$ cat src/tpc_pkg.sv
// Package: register map, field layout, reset values and mode codes of the timer
package tpc_pkg;
    // ------------------------------------------------------------
    // Register offsets
    // ------------------------------------------------------------
    localparam logic [3:0] TPC_OFF_CNT    = 4'h0;
    localparam logic [3:0] TPC_OFF_RELOAD = 4'h1;
    localparam logic [3:0] TPC_OFF_MATCH  = 4'h2;
    localparam logic [3:0] TPC_OFF_CTL0   = 4'h3;
    localparam logic [3:0] TPC_OFF_CTL1   = 4'h4;
    localparam logic [3:0] TPC_OFF_STAT   = 4'h5;
    // ------------------------------------------------------------
    // Field positions
    // ------------------------------------------------------------
    localparam int TPC_CTL0_DEADBAND_DELAY_FIELD_LSB = 0;   // deadband_delay_field [7:0]
    localparam int TPC_CTL0_ISEL_LSB = 8;   // interrupt_source_select [9:8]
    localparam int TPC_CTL1_MODE_LSB = 0;   // mode [2:0]
    localparam int TPC_CTL1_PRE_LSB  = 4;   // prescale exponent [6:4]
    localparam int TPC_CTL1_POL_BIT  = 8;   // output_polarity_select
    localparam int TPC_CTL1_OEN_BIT  = 9;   // output function enable
    localparam int TPC_CTL1_EN_BIT   = 15;  // timer enable
    // ------------------------------------------------------------
    // Reset values and constants
    // ------------------------------------------------------------
    localparam logic [15:0] TPC_RST_CNT    = 16'h0001;
    localparam logic [15:0] TPC_RST_RELOAD = 16'hffff;
    localparam logic [15:0] TPC_RST_MATCH  = 16'h0000;
    localparam logic [15:0] TPC_CNT_START  = 16'h0001;
    localparam logic [15:0] TPC_CNT_WRAP   = 16'h0000;
    localparam logic [7:0]  TPC_DB_MAX     = 8'h80;
    // ------------------------------------------------------------
    // Modes and interrupt source choices
    // ------------------------------------------------------------
    localparam logic [2:0] TPC_MODE_PWM1  = 3'h0;
    localparam logic [2:0] TPC_MODE_PWM2  = 3'h1;
    localparam logic [2:0] TPC_MODE_CAP   = 3'h2;
    localparam logic [2:0] TPC_MODE_CAPRS = 3'h3;
    localparam logic [2:0] TPC_MODE_CAPCM = 3'h4;
    localparam logic [2:0] TPC_MODE_CMP   = 3'h5;
    localparam logic [2:0] TPC_MODE_GATED = 3'h6;
    localparam logic [1:0] TPC_ISEL_BOTH  = 2'h0;
    localparam logic [1:0] TPC_ISEL_INPUT = 2'h1;
    localparam logic [1:0] TPC_ISEL_RLD   = 2'h2;
endpackage

$ cat src/tpc_deadband.sv
// Rising-edge delay of one PWM output by a programmable count
`timescale 1ns/100ps
`default_nettype none
module tpc_deadband (
    input  wire logic       clk,
    input  wire logic       rst,
    input  wire logic [7:0] delay,
    input  wire logic       din,
    output var  logic       dout
);
    logic [7:0] cnt_q;

    // Low goes through at once; high waits delay cycles of steady input
    always_ff @(posedge clk) begin
        if (rst) begin
            cnt_q <= 8'h00;
            dout  <= 1'b0;
        end else if (!din) begin
            cnt_q <= 8'h00;
            dout  <= 1'b0;
        end else if (cnt_q >= delay) begin
            dout  <= 1'b1;
        end else begin
            cnt_q <= cnt_q + 8'h01;
        end
    end
endmodule
`default_nettype wire

$ cat src/tpc_sync.sv
// Two-flop synchroniser for a pin input
`timescale 1ns/100ps
`default_nettype none
module tpc_sync (
    input  wire logic clk,
    input  wire logic rst,
    input  wire logic din,
    output var  logic dout
);
    logic meta_q;

    always_ff @(posedge clk) begin
        if (rst) begin
            meta_q <= 1'b0;
            dout   <= 1'b0;
        end else begin
            meta_q <= din;
            dout   <= meta_q;
        end
    end
endmodule
`default_nettype wire

$ cat src/tpc_timer.sv
// 16-bit timer: PWM, capture, compare and gated modes with deadband
`timescale 1ns/100ps
`default_nettype none
module tpc_timer
    import tpc_pkg::*;
(
    input  wire logic        clk,
    input  wire logic        rst,
    input  wire logic [3:0]  addr,
    input  wire logic [15:0] wdata,
    input  wire logic        wr,
    input  wire logic        rd,
    output var  logic [15:0] rdata,
    input  wire logic        timer_in,
    output var  logic        timer_out,
    output var  logic        complement_output,
    output var  logic        timer_irq
);
    import tpc_pkg::*;

    // ------------------------------------------------------------
    // Registers
    // ------------------------------------------------------------
    logic [15:0] cnt_q;
    logic [15:0] reload_q;
    logic [15:0] match_q;
    logic [7:0]  deadband_delay_field;
    logic [1:0]  interrupt_source_select;
    logic [2:0]  mode_q;
    logic [2:0]  pre_sel_q;
    logic        output_polarity_select;
    logic        oen_q;
    logic        en_q;
    logic        capture_interrupt_flag;
    logic        out_q;
    logic        armed_q;
    logic        in_prev_q;
    logic [7:0]  pre_q;
    logic        irq_q;

    logic        in_s;
    logic        tick;
    logic        in_act;
    logic        edge_cap;
    logic        gate_off;
    logic        at_reload;
    logic        at_match;
    logic        is_pwm;
    logic        is_cap;
    logic        cap_ev;
    logic        rld_ev;
    logic        irq_cap;
    logic        irq_rld;
    logic        wr_cnt;
    logic        db_a_in;
    logic        db_b_in;
    logic        db_a;
    logic        db_b;

    // ------------------------------------------------------------
    // Pin input and event detection
    // ------------------------------------------------------------
    tpc_sync u_sync (
        .clk  (clk),
        .rst  (rst),
        .din  (timer_in),
        .dout (in_s)
    );

    // Active level equals polarity bit; previous value kept for edges
    assign in_act   = (in_s == output_polarity_select);
    assign edge_cap = en_q && in_act && (in_prev_q != output_polarity_select);
    assign gate_off = en_q && !in_act && (in_prev_q == output_polarity_select);

    always_ff @(posedge clk) begin
        if (rst) begin
            in_prev_q <= 1'b0;
        end else begin
            in_prev_q <= in_s;
        end
    end

    // ------------------------------------------------------------
    // Prescaler: divide by 2**pre_sel
    // ------------------------------------------------------------
    assign tick = en_q && ((pre_q | ~((8'h01 << pre_sel_q) - 8'h01)) == 8'hff);

    always_ff @(posedge clk) begin
        if (rst || !en_q) begin
            pre_q <= 8'h00;
        end else begin
            pre_q <= pre_q + 8'h01;
        end
    end

    // ------------------------------------------------------------
    // Mode decode
    // ------------------------------------------------------------
    assign is_pwm    = (mode_q == TPC_MODE_PWM1) || (mode_q == TPC_MODE_PWM2);
    assign is_cap    = (mode_q == TPC_MODE_CAP) || (mode_q == TPC_MODE_CAPRS)
                    || (mode_q == TPC_MODE_CAPCM);
    assign at_reload = tick && (cnt_q == reload_q);
    assign at_match  = tick && (cnt_q == match_q);
    // Capture/compare ignores its first edge, which only starts counting
    assign cap_ev    = is_cap && edge_cap
                    && !(mode_q == TPC_MODE_CAPCM && !armed_q);
    assign rld_ev    = at_reload && (mode_q != TPC_MODE_CMP)
                    && !(mode_q == TPC_MODE_GATED && !in_act)
                    && !(mode_q == TPC_MODE_CAPCM && !armed_q);
    assign wr_cnt    = wr && (addr == TPC_OFF_CNT);

    // ------------------------------------------------------------
    // Counter
    // ------------------------------------------------------------
    always_ff @(posedge clk) begin
        if (rst) begin
            cnt_q <= TPC_RST_CNT;
        end else if (wr_cnt) begin
            cnt_q <= wdata;
        end else if (cap_ev && mode_q != TPC_MODE_CAP) begin
            cnt_q <= TPC_CNT_START;
        end else if (rld_ev && mode_q != TPC_MODE_CAP) begin
            cnt_q <= TPC_CNT_START;
        end else if (tick) begin
            case (mode_q)
                TPC_MODE_CAPCM: begin
                    if (armed_q) cnt_q <= cnt_q + 16'h0001;
                end
                TPC_MODE_GATED: begin
                    if (in_act) cnt_q <= cnt_q + 16'h0001;
                end
                default: begin
                    // Natural 16-bit overflow gives FFFF -> 0000
                    cnt_q <= cnt_q + 16'h0001;
                end
            endcase
        end
    end

    always_ff @(posedge clk) begin
        if (rst || !en_q) begin
            armed_q <= 1'b0;
        end else if (mode_q == TPC_MODE_CAPCM && edge_cap) begin
            armed_q <= 1'b1;
        end
    end

    // ------------------------------------------------------------
    // Timer output
    // ------------------------------------------------------------
    always_ff @(posedge clk) begin
        if (rst) begin
            out_q <= 1'b0;
        end else if (!en_q) begin
            out_q <= output_polarity_select;
        end else if (is_pwm && at_reload) begin
            out_q <= output_polarity_select;
        end else if (is_pwm && at_match) begin
            out_q <= !output_polarity_select;
        end else if (is_cap && rld_ev) begin
            out_q <= !out_q;
        end else if (mode_q == TPC_MODE_CMP && at_reload) begin
            out_q <= !out_q;
        end else if (mode_q == TPC_MODE_GATED && rld_ev) begin
            out_q <= !out_q;
        end
    end

    // Deadband applies only in dual mode
    assign db_a_in = out_q;
    assign db_b_in = !out_q;

    tpc_deadband u_db_a (
        .clk   (clk),
        .rst   (rst),
        .delay ((mode_q == TPC_MODE_PWM2) ? deadband_delay_field : 8'h00),
        .din   (db_a_in),
        .dout  (db_a)
    );

    tpc_deadband u_db_b (
        .clk   (clk),
        .rst   (rst),
        .delay (deadband_delay_field),
        .din   (db_b_in),
        .dout  (db_b)
    );

    // Outputs low unless the output function is enabled
    always_ff @(posedge clk) begin
        if (rst) begin
            timer_out         <= 1'b0;
            complement_output <= 1'b0;
        end else begin
            timer_out         <= oen_q && db_a;
            complement_output <= oen_q && (mode_q == TPC_MODE_PWM2) && db_b;
        end
    end

    // ------------------------------------------------------------
    // Interrupt and capture flag
    // ------------------------------------------------------------
    assign irq_cap = (cap_ev || (mode_q == TPC_MODE_GATED && gate_off))
                  && (interrupt_source_select != TPC_ISEL_RLD);
    assign irq_rld = (rld_ev || (mode_q == TPC_MODE_CAP && at_reload)
                   || (mode_q == TPC_MODE_CMP && at_reload))
                  && (is_pwm || interrupt_source_select != TPC_ISEL_INPUT);

    always_ff @(posedge clk) begin
        if (rst) begin
            irq_q <= 1'b0;
        end else begin
            irq_q <= irq_cap || irq_rld;
        end
    end
    assign timer_irq = irq_q;

    always_ff @(posedge clk) begin
        if (rst) begin
            capture_interrupt_flag <= 1'b0;
        end else if (irq_cap) begin
            capture_interrupt_flag <= 1'b1;
        end else if (irq_rld) begin
            capture_interrupt_flag <= 1'b0;
        end
    end

    // ------------------------------------------------------------
    // Match / capture register
    // ------------------------------------------------------------
    always_ff @(posedge clk) begin
        if (rst) begin
            match_q <= TPC_RST_MATCH;
        end else if (cap_ev) begin
            match_q <= cnt_q;
        end else if (wr && addr == TPC_OFF_MATCH) begin
            match_q <= wdata;
        end
    end

    // ------------------------------------------------------------
    // Configuration writes
    // ------------------------------------------------------------
    always_ff @(posedge clk) begin
        if (rst) begin
            reload_q                <= TPC_RST_RELOAD;
            deadband_delay_field    <= 8'h00;
            interrupt_source_select <= TPC_ISEL_BOTH;
            mode_q                  <= TPC_MODE_PWM1;
            pre_sel_q               <= 3'h0;
            output_polarity_select  <= 1'b0;
            oen_q                   <= 1'b0;
            en_q                    <= 1'b0;
        end else if (wr) begin
            if (addr == TPC_OFF_RELOAD) begin
                reload_q <= wdata;
            end else if (addr == TPC_OFF_CTL0) begin
                // Deadband saturates at its documented maximum
                deadband_delay_field <=
                    (wdata[TPC_CTL0_DEADBAND_DELAY_FIELD_LSB +: 8] > TPC_DB_MAX) ?
                    TPC_DB_MAX : wdata[TPC_CTL0_DEADBAND_DELAY_FIELD_LSB +: 8];
                interrupt_source_select <= wdata[TPC_CTL0_ISEL_LSB +: 2];
            end else if (addr == TPC_OFF_CTL1) begin
                mode_q                 <= wdata[TPC_CTL1_MODE_LSB +: 3];
                pre_sel_q              <= wdata[TPC_CTL1_PRE_LSB +: 3];
                output_polarity_select <= wdata[TPC_CTL1_POL_BIT];
                oen_q                  <= wdata[TPC_CTL1_OEN_BIT];
                en_q                   <= wdata[TPC_CTL1_EN_BIT];
            end
        end
    end

    // ------------------------------------------------------------
    // Read port
    // ------------------------------------------------------------
    always_ff @(posedge clk) begin
        if (rst) begin
            rdata <= 16'h0000;
        end else if (rd) begin
            if (addr == TPC_OFF_CNT) begin
                rdata <= cnt_q;
            end else if (addr == TPC_OFF_RELOAD) begin
                rdata <= reload_q;
            end else if (addr == TPC_OFF_MATCH) begin
                rdata <= match_q;
            end else if (addr == TPC_OFF_CTL0) begin
                rdata <= {6'h00, interrupt_source_select, deadband_delay_field};
            end else if (addr == TPC_OFF_CTL1) begin
                rdata <= {en_q, 5'h00, oen_q, output_polarity_select,
                          1'b0, pre_sel_q, 1'b0, mode_q};
            end else if (addr == TPC_OFF_STAT) begin
                rdata <= {13'h0000, armed_q, in_s, capture_interrupt_flag};
            end else begin
                rdata <= 16'h0000;
            end
        end else begin
            rdata <= 16'h0000;
        end
    end
endmodule
`default_nettype wire

$ cat config.mk
export PLATFORM = sky130hd
export DESIGN_NAME = tpc_timer
export DESIGN_NICKNAME = d
export VERILOG_FILES = /design/src/tpc_pkg.sv /design/src/tpc_deadband.sv /design/src/tpc_sync.sv /design/src/tpc_timer.sv
export SDC_FILE = /design/constraint.sdc
export NUM_CORES = 1
export LEC_CHECK = 0
export BUFFER_PORTS_ARGS = -buffer_cell sky130_fd_sc_hd__buf_4
export CORE_MARGIN = 5
export CORE_UTILIZATION = 40
export DETAILED_ROUTE_END_ITERATION = 8
export HOLD_SLACK_MARGIN = 0.02
export SYNTH_ARGS = -nofsm -noshare
export SYNTH_HDL_FRONTEND = slang
export SYNTH_SLANG_ARGS = --single-unit
$ cat constraint.sdc
create_clock -name clk -period 5.3 [get_ports clk]
set_input_delay 1.06 -clock clk [delete_from_list [all_inputs] [get_ports clk]]
set_output_delay 1.06 -clock clk [all_outputs]
set_load 0.005 [all_outputs]
==> results of run 1 <==
stage by stage:
step / area, sq um / worst slack, ns / total power [W] / hold WS, ns
2_1_floorplan: 6310 / 2.45 / 0.000994 / 0.414
3_3_place_gp: 6670 / 1.93 / 0.00104 / 0.418
3_5_place_dp: 6670 / 1.87 / 0.00104 / 0.424
4_1_cts: 7230 / 2.03 / 0.00216 / 0.438
5_1_grt: 7230 / 1.67 / 0.00222 / 0.476
6_report: 7230 / 2.01 / 0.00214 / 0.433
cell usage in the layout (no fill, tap or decap), drive strengths merged, types with 3 or more instances in the layout:
cell     Yosys  routed
clkbuf      39      21
a311oi      16      16
nor4         8       8
inv         20      20
clkinv       0       7
nand2b      13      13
a211oi       3       3
nand2      118     118
nor2b       10      10
a31oi        5       5
and3        13      13
nor3         8       8
a222oi       9       9
nor2        83      83
nand4       11      11
nand3b      17      17
a21boi       3       3
nor3b        8       8
nand3       44      44
and2         5       5
a22oi        7       7
dfxtp      117     117
mux2         8       8
a21oi       53      53
o31ai        4       4
mux2i        7       7
a2111oi      3       3
buf         23      47
o21ai       29      29
a21o         5       5
xor2        27      27
ha          20      20
o211ai       3       3
or4          4       4
or2          3       3
xnor2       31      31
sequential cells by signal, indices dropped and copies added, names as in the netlist, 2 cells and up:
signal / count
cnt_q: 16
pre_q: 7
reload_q: 16
match_q: 16
pre_sel_q: 3
rdata: 16
mode_q: 3
u_db_b.cnt_q: 8
interrupt_source_select: 2
deadband_delay_field: 8
u_db_a.cnt_q: 8
per-layer routing:
metal / GRT usage (%) / vias to the layer above / share of wire [%]
met5: 0 / - / 0
met4: 6.94 / 0 / 1.9
met3: 5.16 / 26 / 6.1
met2: 31.1 / 174 / 45
met1: 28.1 / 2663 / 47
li1: - / 2763 / -
report_power, final:
group          internal, W  total [W]  switching (W)
combinational    0.0000441   0.000121      0.0000769
clock             0.000708    0.00111       0.000403
sequential        0.000892   0.000907      0.0000153
total              0.00164    0.00214       0.000495
worst max-delay path, stage by stage (launching register included):
cell and delay, ns:
dfxtp_1 0.43, inv_2 0.10, nor3_1 0.73, nand2_1 0.14, ha_1 0.35, a2111oi_4 0.31, and2b_1 0.18, o21ai_2 0.07
and2_1 0.25, or4_1 0.53, a21oi_1 0.14
worst max path at each step:
stage | startpoint | end | slack [ns]
finish | mode_q[0]$_SDFFE_PP0P_ | u_db_a.cnt_q[7]$_SDFFE_PP0N_ | 2.01
floorplan | mode_q[1]$_SDFFE_PP0P_ | u_db_a.cnt_q[5]$_SDFFE_PP0N_ | 2.45
CTS | mode_q[0]$_SDFFE_PP0P_ | u_db_a.cnt_q[7]$_SDFFE_PP0N_ | 2.03
detailed placement | addr[1] | match_q[2]$_SDFFE_PP0P_ | 1.87
global placement | addr[1] | match_q[10]$_SDFFE_PP0P_ | 1.93
global route | mode_q[0]$_SDFFE_PP0P_ | u_db_a.cnt_q[7]$_SDFFE_PP0N_ | 1.67
kinds of logic after synthesis:
kind of cell	count (synthesis)	synth area share, %
AND/OR/NAND/NOR	351	27.1
AO/OA/AOI/OAI	148	15.8
flip-flops	117	37.1
buffers and inverters	82	5.41
XOR/XNOR	58	8.05
adder cells (fa/ha/maj)	20	3.97
multiplexers	15	2.54
layout make-up:
cell class                 instances  area share [%]
clock buffer                      21            6.37
clock inverter                    10            1.47
inverter                          20            1.04
multi-input combinational        592            50.1
sequential                       117            32.4
tap                              216            3.74
timing repair buffer              47            4.88
==> reports/results.txt, run 1 <==
first-pass GRT wire length = 28.8 mm
reg2reg start = mode_q[0]$_SDFFE_PP0P_
FILL cells = 1,611
via/cell ratio = 5.50
setup_tns = 0 ns
Core ar. = 15,700 sq um
Max rail drop VDD = 0.230 mV
GRT Overall Usage = 20.4%
fin nets = 840
vias in the first global route = 5,366
largest net degree at the start of global routing = 75
share of layout cells above drive strength 1 = 12.4%
TritonCTS Sinks = 117
vias = 5,626
synthesized area per cell = 7.98 sq um
Die Wd = 136 um
post-route minimum period = 3.29 ns
Skew-Pair Late Insertion Delay = 0.42 ns
mapped cell area = 6310 sq um
IO Pins = 44
area of the multi-input gates = 3620 sq um
Setup Skew = 0.00843 ns
cts bufs inserted = 17
ys flop type = dfxtp_1
clock buffer depth = 2
CP Max Fanout = 9
Crit Path Class = flip-flop to flip-flop
FF/Latch Area = 2340 sq um
crit path DAT = 3.64 ns
setup bufs post-CTS = 0
Pre-Repair DR Iteration Count = 6
Mapped Nets = 836
DRC = 0
placed cells = 992
Fmax = 0.304 GHz
Hold Vio Cnt, Final = 0
synth warn = 0
worst hold start = u_sync.meta_q$_SDFF_PP0_
worst r2r dst = u_db_a.cnt_q[7]$_SDFFE_PP0N_
commonest cells in the netlist = dfxtp_1 (117), nand2_1 (117), nor2_1 (81), a21oi_1 (51), nand3_1 (44)
Cell Count, Final, Fillers Out = 1,023
unrepaired setup endpoints after global routing = no
clock root buffer = clkbuf_16
die height = 136 um
diodes inserted = 0
Slew headroom = 40.4%
Post-CTS Hold Fix Bufs = 0
Power Dens Cells = 296 nW/um^2
Worst Tran Pin Value = 0.887 ns
post-cts sizing count = 0
antenna violations before repair = 0
Initial Utilization = 40.3%
HPWL after DPL = 12.5 mm
CP startpoint kind = flip-flop
Routed WL = 18.1 mm
Register-to-Register Path Depth = 10
num rows = 46
worst hold path type = flip-flop to flip-flop
Hold Crit Depth = 1
CTS tree = done
Worst EP required = 5.64 ns
status = finished clean
Pleak = 2.77 nW
fin util = 46.2%
max-cap viol count = 0
Buffers on Ports = 43
setup violators final = 0
DR iter-0 viols = 472
asr flop ratio synth = 0%
Period Utilization, post-route = 62.2%
EDFF count, synth = 0
RePlAce Congestion = 0.863
Yosys top cell area share = 37.1%
Routed Antenna Nets = 0
synth unique cells = 63
Seq/Total Area, Yosys = 37.1%
WL/cell = 17.7 um
hold endpoint = u_sync.dout$_SDFF_PP0_
synth top area cells = dfxtp_1 (37%), nand2_1 (7.0%), nor2_1 (4.8%)
Synth-to-Final Area Change = 14.6%
setup slack, reg-to-reg = 2.01 ns
Max Transition Viols Final = 0
clock-pin slew on the worst setup and hold paths = 0.05 ns
Setup crit end kind = flip-flop
H-tree level count = 4
Congestion Overflow GR = 0
leading area contributor after synthesis = dfxtp_1
Post-Synthesis Cells = 791
DIE AREA = 18,400 sq um
synthesized flop and latch total = 117
Power figures use the tool's default switching activity.
==> run 2: changes to the inputs <==
ABC_AREA = 1   (was unset)
clock period = 3.4 ns   (was 5.3 ns; I/O delays follow)
==> run 2 against run 1 <==
  * Flip-flop and latch count unchanged
  * Synthesized cell count increased by 26%
  * Critical path depth increased by 2
  * Critical endpoint is now u_db_a.cnt_q[6]$_SDFFE_PP0N_
  * Largest power group unchanged
  * Clock power increased by 59%
  * Design area increased by 6.1%
  * Largest cell class unchanged
==> reports/results.txt, run 2 <==
status = finished clean
total net switching power = 0.000868 W
vias = 6,637
mapped cell area = 6610 sq um
setup violators final = 0
vias in the first global route = 6,197
cts bufs inserted = 17
slowest CP cell = nor2_1
worst hold path type = flip-flop to flip-flop
die height = 139 um
most common cell after layout, fill and taps aside = nand2_1
clock root buffer = clkbuf_16
Post-Synth XOR/XNOR Area = 2.92%
unrepaired setup endpoints after global routing = no
Synth Area in Compound Gates = 17.8%
Slew headroom = 52.6%
Seq/Total Area, Yosys = 35.4%
FILL cells = 1,732
Period Utilization, post-route = 82.2%
Pint = 0.00260 W
Mapped Nets = 1,040
synth unique cells = 46
setup slack, reg-to-reg = 0.61 ns
Pwr Total = 0.00347 W
Power Dens Cells = 452 nW/um^2
Clk pwr share = 50.7%
Switching Fraction = 25.0%
post-route design area = 7680 sq um
Hold Vio Cnt, Final = 0
Core ar. = 16,400 sq um
synthesized flop and latch total = 117
post-cts sizing count = 0
main combinational cell family by area after synthesis = simple AND/OR/NAND/NOR gates
sequential share of power = 41.3%
Initial Utilization = 40.3%
largest net degree at the start of global routing = 36
WL/cell = 16.5 um
Die Wd = 139 um
Congestion Overflow GR = 0
Post-CTS Hold Fix Bufs = 0
Worst Path Buf+Inv = 1
CP startpoint kind = flip-flop
diodes inserted = 0
first-pass GRT wire length = 33.4 mm
via/cell ratio = 5.25
DRC = 0
synthesized area per cell = 6.64 sq um
commonest cells after routing, fill and taps aside = nand2_1 (253), inv_1 (121), nor2_1 (117), dfxtp_1 (117), a21oi_1 (73)
IO Pins = 44
GRT Overall Usage = 22.0%
leading area contributor after synthesis = dfxtp_1
ys flop type = dfxtp_1
commonest cells in the netlist = nand2_1 (253), inv_1 (121), nor2_1 (118), dfxtp_1 (117), a21oi_1 (73)
post-route minimum period = 2.79 ns
Setup Skew = 0.0117 ns
synth top area cells = dfxtp_1 (35%), nand2_1 (14%), inv_1 (6.9%)
Max rail drop VDD = 0.351 mV
fin nets = 1,077
Post-Synthesis Cells = 995
TritonCTS Sinks = 117
worst slack, placed = 0.562 ns
RePlAce Congestion = 0.967
max-cap viol count = 0
H-tree level count = 4
num rows = 47
clock buffer depth = 2
share of layout cells above drive strength 1 = 10.3%
EDFF count, synth = 0
mux contribution to synthesized area = 0%
Crit Path Class = flip-flop to flip-flop
Synth Area in Adders = 3.79%
antenna violations before repair = 0
setup_tns = 0 ns
Routed WL = 20.9 mm
HPWL after DPL = 15.3 mm
Placed Area = 7110 sq um
Routed Antenna Nets = 0
DR iter-0 viols = 572
synth warn = 0
crit path DAT = 3.11 ns
Skew-Pair Late Insertion Delay = 0.43 ns
clock-pin slew on the worst setup and hold paths = 0.05 ns
CP Max Fanout = 10
CP top delay family = simple AND/OR/NAND/NOR gates
most frequent cell after synthesis = nand2_1
Pre-Repair DR Iteration Count = 5
Worst EP required = 3.72 ns
Yosys top cell area share = 35.4%
Worst Tran Pin Value = 0.709 ns
Simple-Gate Fraction of Synth Area = 29.7%
Buffers on Ports = 43
asr flop ratio synth = 0%
Worst path max stage delay = 0.43 ns
Synth-to-Final Area Change = 16.2%
CP Cell Sequence = inv_1 > nand2_1 > nor2_1 > nand2_1 > ha_1 > a21oi_1 > o31a_1 > nand3_1 > nor2_1 > nand3_1 > o21ai_0 > nor2_1
part of the power in combinational logic = 8.0%
Fmax = 0.358 GHz
CTS tree = done
Setup crit end kind = flip-flop
Pleak = 3.22 nW
setup bufs post-CTS = 0
Max Transition Viols Final = 0
most used cell, CP = nor2_1
final setup margin = 0.607 ns
DIE AREA = 19,200 sq um
==> run 2: cell types whose count changed after synthesis, moves of 16 or more <==
cell      previous run  this run
nor2_1              81       118
inv_1               18       121
a221oi_1             0        17
a311oi_1            16         0
nand3b_1            17         0
o21ai_0              8        45
o211ai_1             2        18
xnor2_1             31         8
nand2_1            117       253
a21oi_1             51        73
clkbuf_1            39        20
==> run 2: final cells by class <==
cell class / instances / area [sq um] / area share, %
multi-input cells: 708 / 3590 / 46.7
flip-flops and latches: 117 / 2340 / 30.5
clock inverters: 9 / 103 / 1.34
repair buffers: 52 / 390 / 5.09
inverters: 136 / 510 / 6.65
well taps: 220 / 275 / 3.59
clock buffers: 23 / 468 / 6.10
==> run 2: power groups by stage <==
stage | Clock [W] | Sequential, W | Combinational (W)
2_1_floorplan | 0 | 0.00144 | 0.000178
3_3_place_gp | 0 | 0.00146 | 0.000271
3_5_place_dp | 0 | 0.00146 | 0.000271
4_1_cts | 0.00179 | 0.00143 | 0.000273
5_1_grt | 0.00186 | 0.00143 | 0.000306
6_report | 0.00176 | 0.00143 | 0.000278
==> run 2: path summary, 6_finish.rpt <==
path,from,to,cells after the start
max,mode_q[2]$_SDFFE_PP0P_,u_db_a.cnt_q[6]$_SDFFE_PP0N_,12
min,u_sync.meta_q$_SDFF_PP0_,u_sync.dout$_SDFF_PP0_,2
max reg2reg,mode_q[2]$_SDFFE_PP0P_,u_db_a.cnt_q[6]$_SDFFE_PP0N_,12
min reg2reg,u_sync.meta_q$_SDFF_PP0_,u_sync.dout$_SDFF_PP0_,2
==> run 2: stage by stage <==
step	hold slack [ns]	cells	utilization, %
6_report	0.414	1265	46.8
5_1_grt	0.448	1265	46.8
4_1_cts	0.416	1265	46.8
3_5_place_dp	0.411	1233	43.3
3_3_place_gp	0.410	1233	43.3
2_1_floorplan	0.388	995	-
==> run 2: tightest hold or removal path, cell delays in order, from the launching register on <==
cell	delay, ns
dfxtp_1	0.29
inv_1	0.05
nor2_1	0.03
==> run 2: layer usage <==
metal | vias to the layer above | GRT usage (%) | share of wire [%]
met5 | - | 0 | 0
met4 | 0 | 8.42 | 2.7
met3 | 35 | 5.73 | 7.7
met2 | 216 | 34.4 | 45
met1 | 3039 | 29.1 | 45
li1 | 3347 | - | -
==> run 2: logic make-up (layout without fill, tap and decap cells) <==
logic type               after synthesis  count (layout)
AO/OA/AOI/OAI                        197             197
buffers and inverters                170             220
AND/OR/NAND/NOR                      469             469
XOR/XNOR                              22              22
flip-flops                           117             117
adder cells (fa/ha/maj)               20              20
==> run 3: changes to the inputs <==
ABC_AREA = 0   (was 1)
clock period = 2.5 ns   (was 3.4 ns; I/O delays follow)
==> run 3 against run 2 <==
  * Via count is 13% lower
  * Worst hold slack lost 0.13 ns
  * Critical path depth shrank 2
  * Critical endpoint unchanged
  * Clock-buffer cell count is 6 lower
  * Largest cell class unchanged
  * Clock power is 36% higher
  * Power rose by 33%
  * Design area hardly changed
  * Die area is 4.2% lower
  * Register-to-register slack worse by 0.58 ns
  * Sequential share of layout area barely moved
  * Critical path type unchanged
  * Maximum frequency is 13% higher
==> reports/results.txt, run 3 (same netlist as run 1, synthesis figures left out) <==
status = finished clean
CTS tree = done
TritonCTS Sinks = 117
worst r2r dst = u_db_a.cnt_q[6]$_SDFFE_PP0N_
Pre-Repair DR Iteration Count = 9
Worst Tran Pin Value = 0.501 ns
setup violators final = 0
Core ar. = 15,700 sq um
DRC = 0
Routed Antenna Nets = 0
IO Pins = 44
Die Wd = 136 um
num rows = 46
diodes inserted = 0
met3 routed WL = 1.55 mm
largest net degree at the start of global routing = 36
post-route minimum period = 2.47 ns
worst hold path type = primary input to flip-flop
hold endpoint = u_sync.meta_q$_SDFF_PP0_
crit path DAT = 2.82 ns
Pleak = 3.01 nW
share of layout cells above drive strength 1 = 19.6%
Setup Skew = 0.0114 ns
Routed WL = 18.7 mm
vias = 5,794
Slew headroom = 66.3%
via/cell ratio = 5.42
Max rail drop VDD = 0.487 mV
Congestion Overflow GR = 0
number of cells on the critical path = 10
Post-CTS Hold Fix Bufs = 0
Max Transition Viols Final = 0
first-pass GRT wire length = 30.1 mm
antenna violations before repair = 0
worst hold start = timer_in
H-tree level count = 4
slowest CP cell = or4_4
Crit Path Class = flip-flop to flip-flop
FILL cells = 1,559
clock-pin slew on the worst setup and hold paths = 0.06 ns
setup_tns = 0 ns
WL/cell = 17.5 um
WL met2 = 8.26 mm
post-route design area = 7680 sq um
CP startpoint kind = flip-flop
CP top delay family = simple AND/OR/NAND/NOR gates
die height = 136 um
clock buffer depth = 2
Register-to-Register Path Depth = 10
CP Max Fanout = 6
RePlAce Congestion = 0.870
Fmax = 0.405 GHz
Worst Path Buf+Inv = 1
unrepaired setup endpoints after global routing = yes
DR iter-0 viols = 477
reg2reg start = mode_q[0]$_SDFFE_PP0P_
max-cap viol count = 0
clock root buffer = clkbuf_16
Initial Utilization = 40.3%
Power Dens Cells = 599 nW/um^2
setup slack, reg-to-reg = 0.03 ns
Setup crit end kind = flip-flop
Skew-Pair Late Insertion Delay = 0.42 ns
Worst EP required = 2.85 ns
commonest cells after routing, fill and taps aside = nand2_1 (115), dfxtp_1 (115), buf_4 (91), nor2_1 (80), a21oi_1 (48)
Period Utilization, post-route = 98.8%
fin nets = 885
highest routed metal layer = met4
cts bufs inserted = 17
critical path launch point = mode_q[0]$_SDFFE_PP0P_
Hold Crit Depth = 2
CP Cell Sequence = inv_2 > nor3_4 > nand2_2 > ha_4 > a2111oi_4 > and2b_1 > o21ai_2 > and2_4 > or4_4 > a21oi_2
met1 WL = 8.65 mm
Synth-to-Final Area Change = 21.7%
DIE AREA = 18,400 sq um
Buffers on Ports = 43
Hold Vio Cnt, Final = 0
vias in the first global route = 5,492
Worst path max stage delay = 0.48 ns
Placed Area = 7010 sq um
HPWL after DPL = 13.5 mm
Min Hold Slack = 0.287 ns
GRT Overall Usage = 21.1%
[run 3: cell count changes in the layout (fill, tap and decap cells not counted), sizes merged, moves of 12 or more]
| cell | delta |
|---|---|
| a21oi | -21 |
| a221oi | -17 |
| a311oi | +16 |
| and3 | +13 |
| buf | +40 |
| inv | -111 |
| nand2 | -136 |
| nand2b | +12 |
| nand3b | +17 |
| nor2 | -39 |
| o211ai | -15 |
| o21ai | -25 |
| xnor2 | +23 |
| xor2 | +13 |
[run 3: final cells by class]
class	instances	area [sq um]	area share [%]
inverter	20	75.1	0.978
multi-input combinational	592	3710	48.4
clock buffer	17	425	5.54
clock inverter	15	155	2.02
timing repair buffer	92	694	9.04
tap	216	270	3.52
sequential	117	2340	30.5
[run 3: worst max path at each step]
stage	end	slack (ns)
after global routing	u_db_a.cnt_q[6]$_SDFFE_PP0N_	-0.11
after CTS	u_db_a.cnt_q[5]$_SDFFE_PP0N_	0.03
after floorplan	u_db_a.cnt_q[5]$_SDFFE_PP0N_	0.0004
after detailed placement	u_db_a.cnt_q[7]$_SDFFE_PP0N_	0.005
after global placement	u_db_a.cnt_q[7]$_SDFFE_PP0N_	0.06
final	u_db_a.cnt_q[6]$_SDFFE_PP0N_	0.03
[run 3: through the flow]
step / util (%) / power (W) / cells / setup slack [ns]
floorplan: - / 0.00211 / 791 / 0.000441
global placement: 44.8 / 0.00224 / 1034 / 0.0609
detailed placement: 44.8 / 0.00223 / 1034 / 0.00519
CTS: 48.5 / 0.00465 / 1066 / 0.0316
global route: 49.0 / 0.00477 / 1069 / -0.107
finish: 49.0 / 0.00460 / 1069 / 0.0294
[run 3: where the power goes]
group          internal, W  switching (W)
combinational     0.000111       0.000174
sequential         0.00189      0.0000245
clock              0.00147       0.000935
[run 3: per-layer routing]
| metal | up-vias | track usage [%] |
|---|---|---|
| li1 | 2855 | - |
| met1 | 2700 | 30.3 |
| met2 | 215 | 31.3 |
| met3 | 24 | 5.94 |
| met4 | 0 | 5.32 |
| met5 | - | 0 |
[run 3: what timing repair did]
| item | CTS | global route |
|---|---|---|
| endpoints found under the hold margin | 0 | 0 |
| setup endpoints to repair | 3 | 3 |
| setup buffers | 0 | 3 |
| pin swaps | 2 | 8 |
| resized for setup | 2 | 14 |
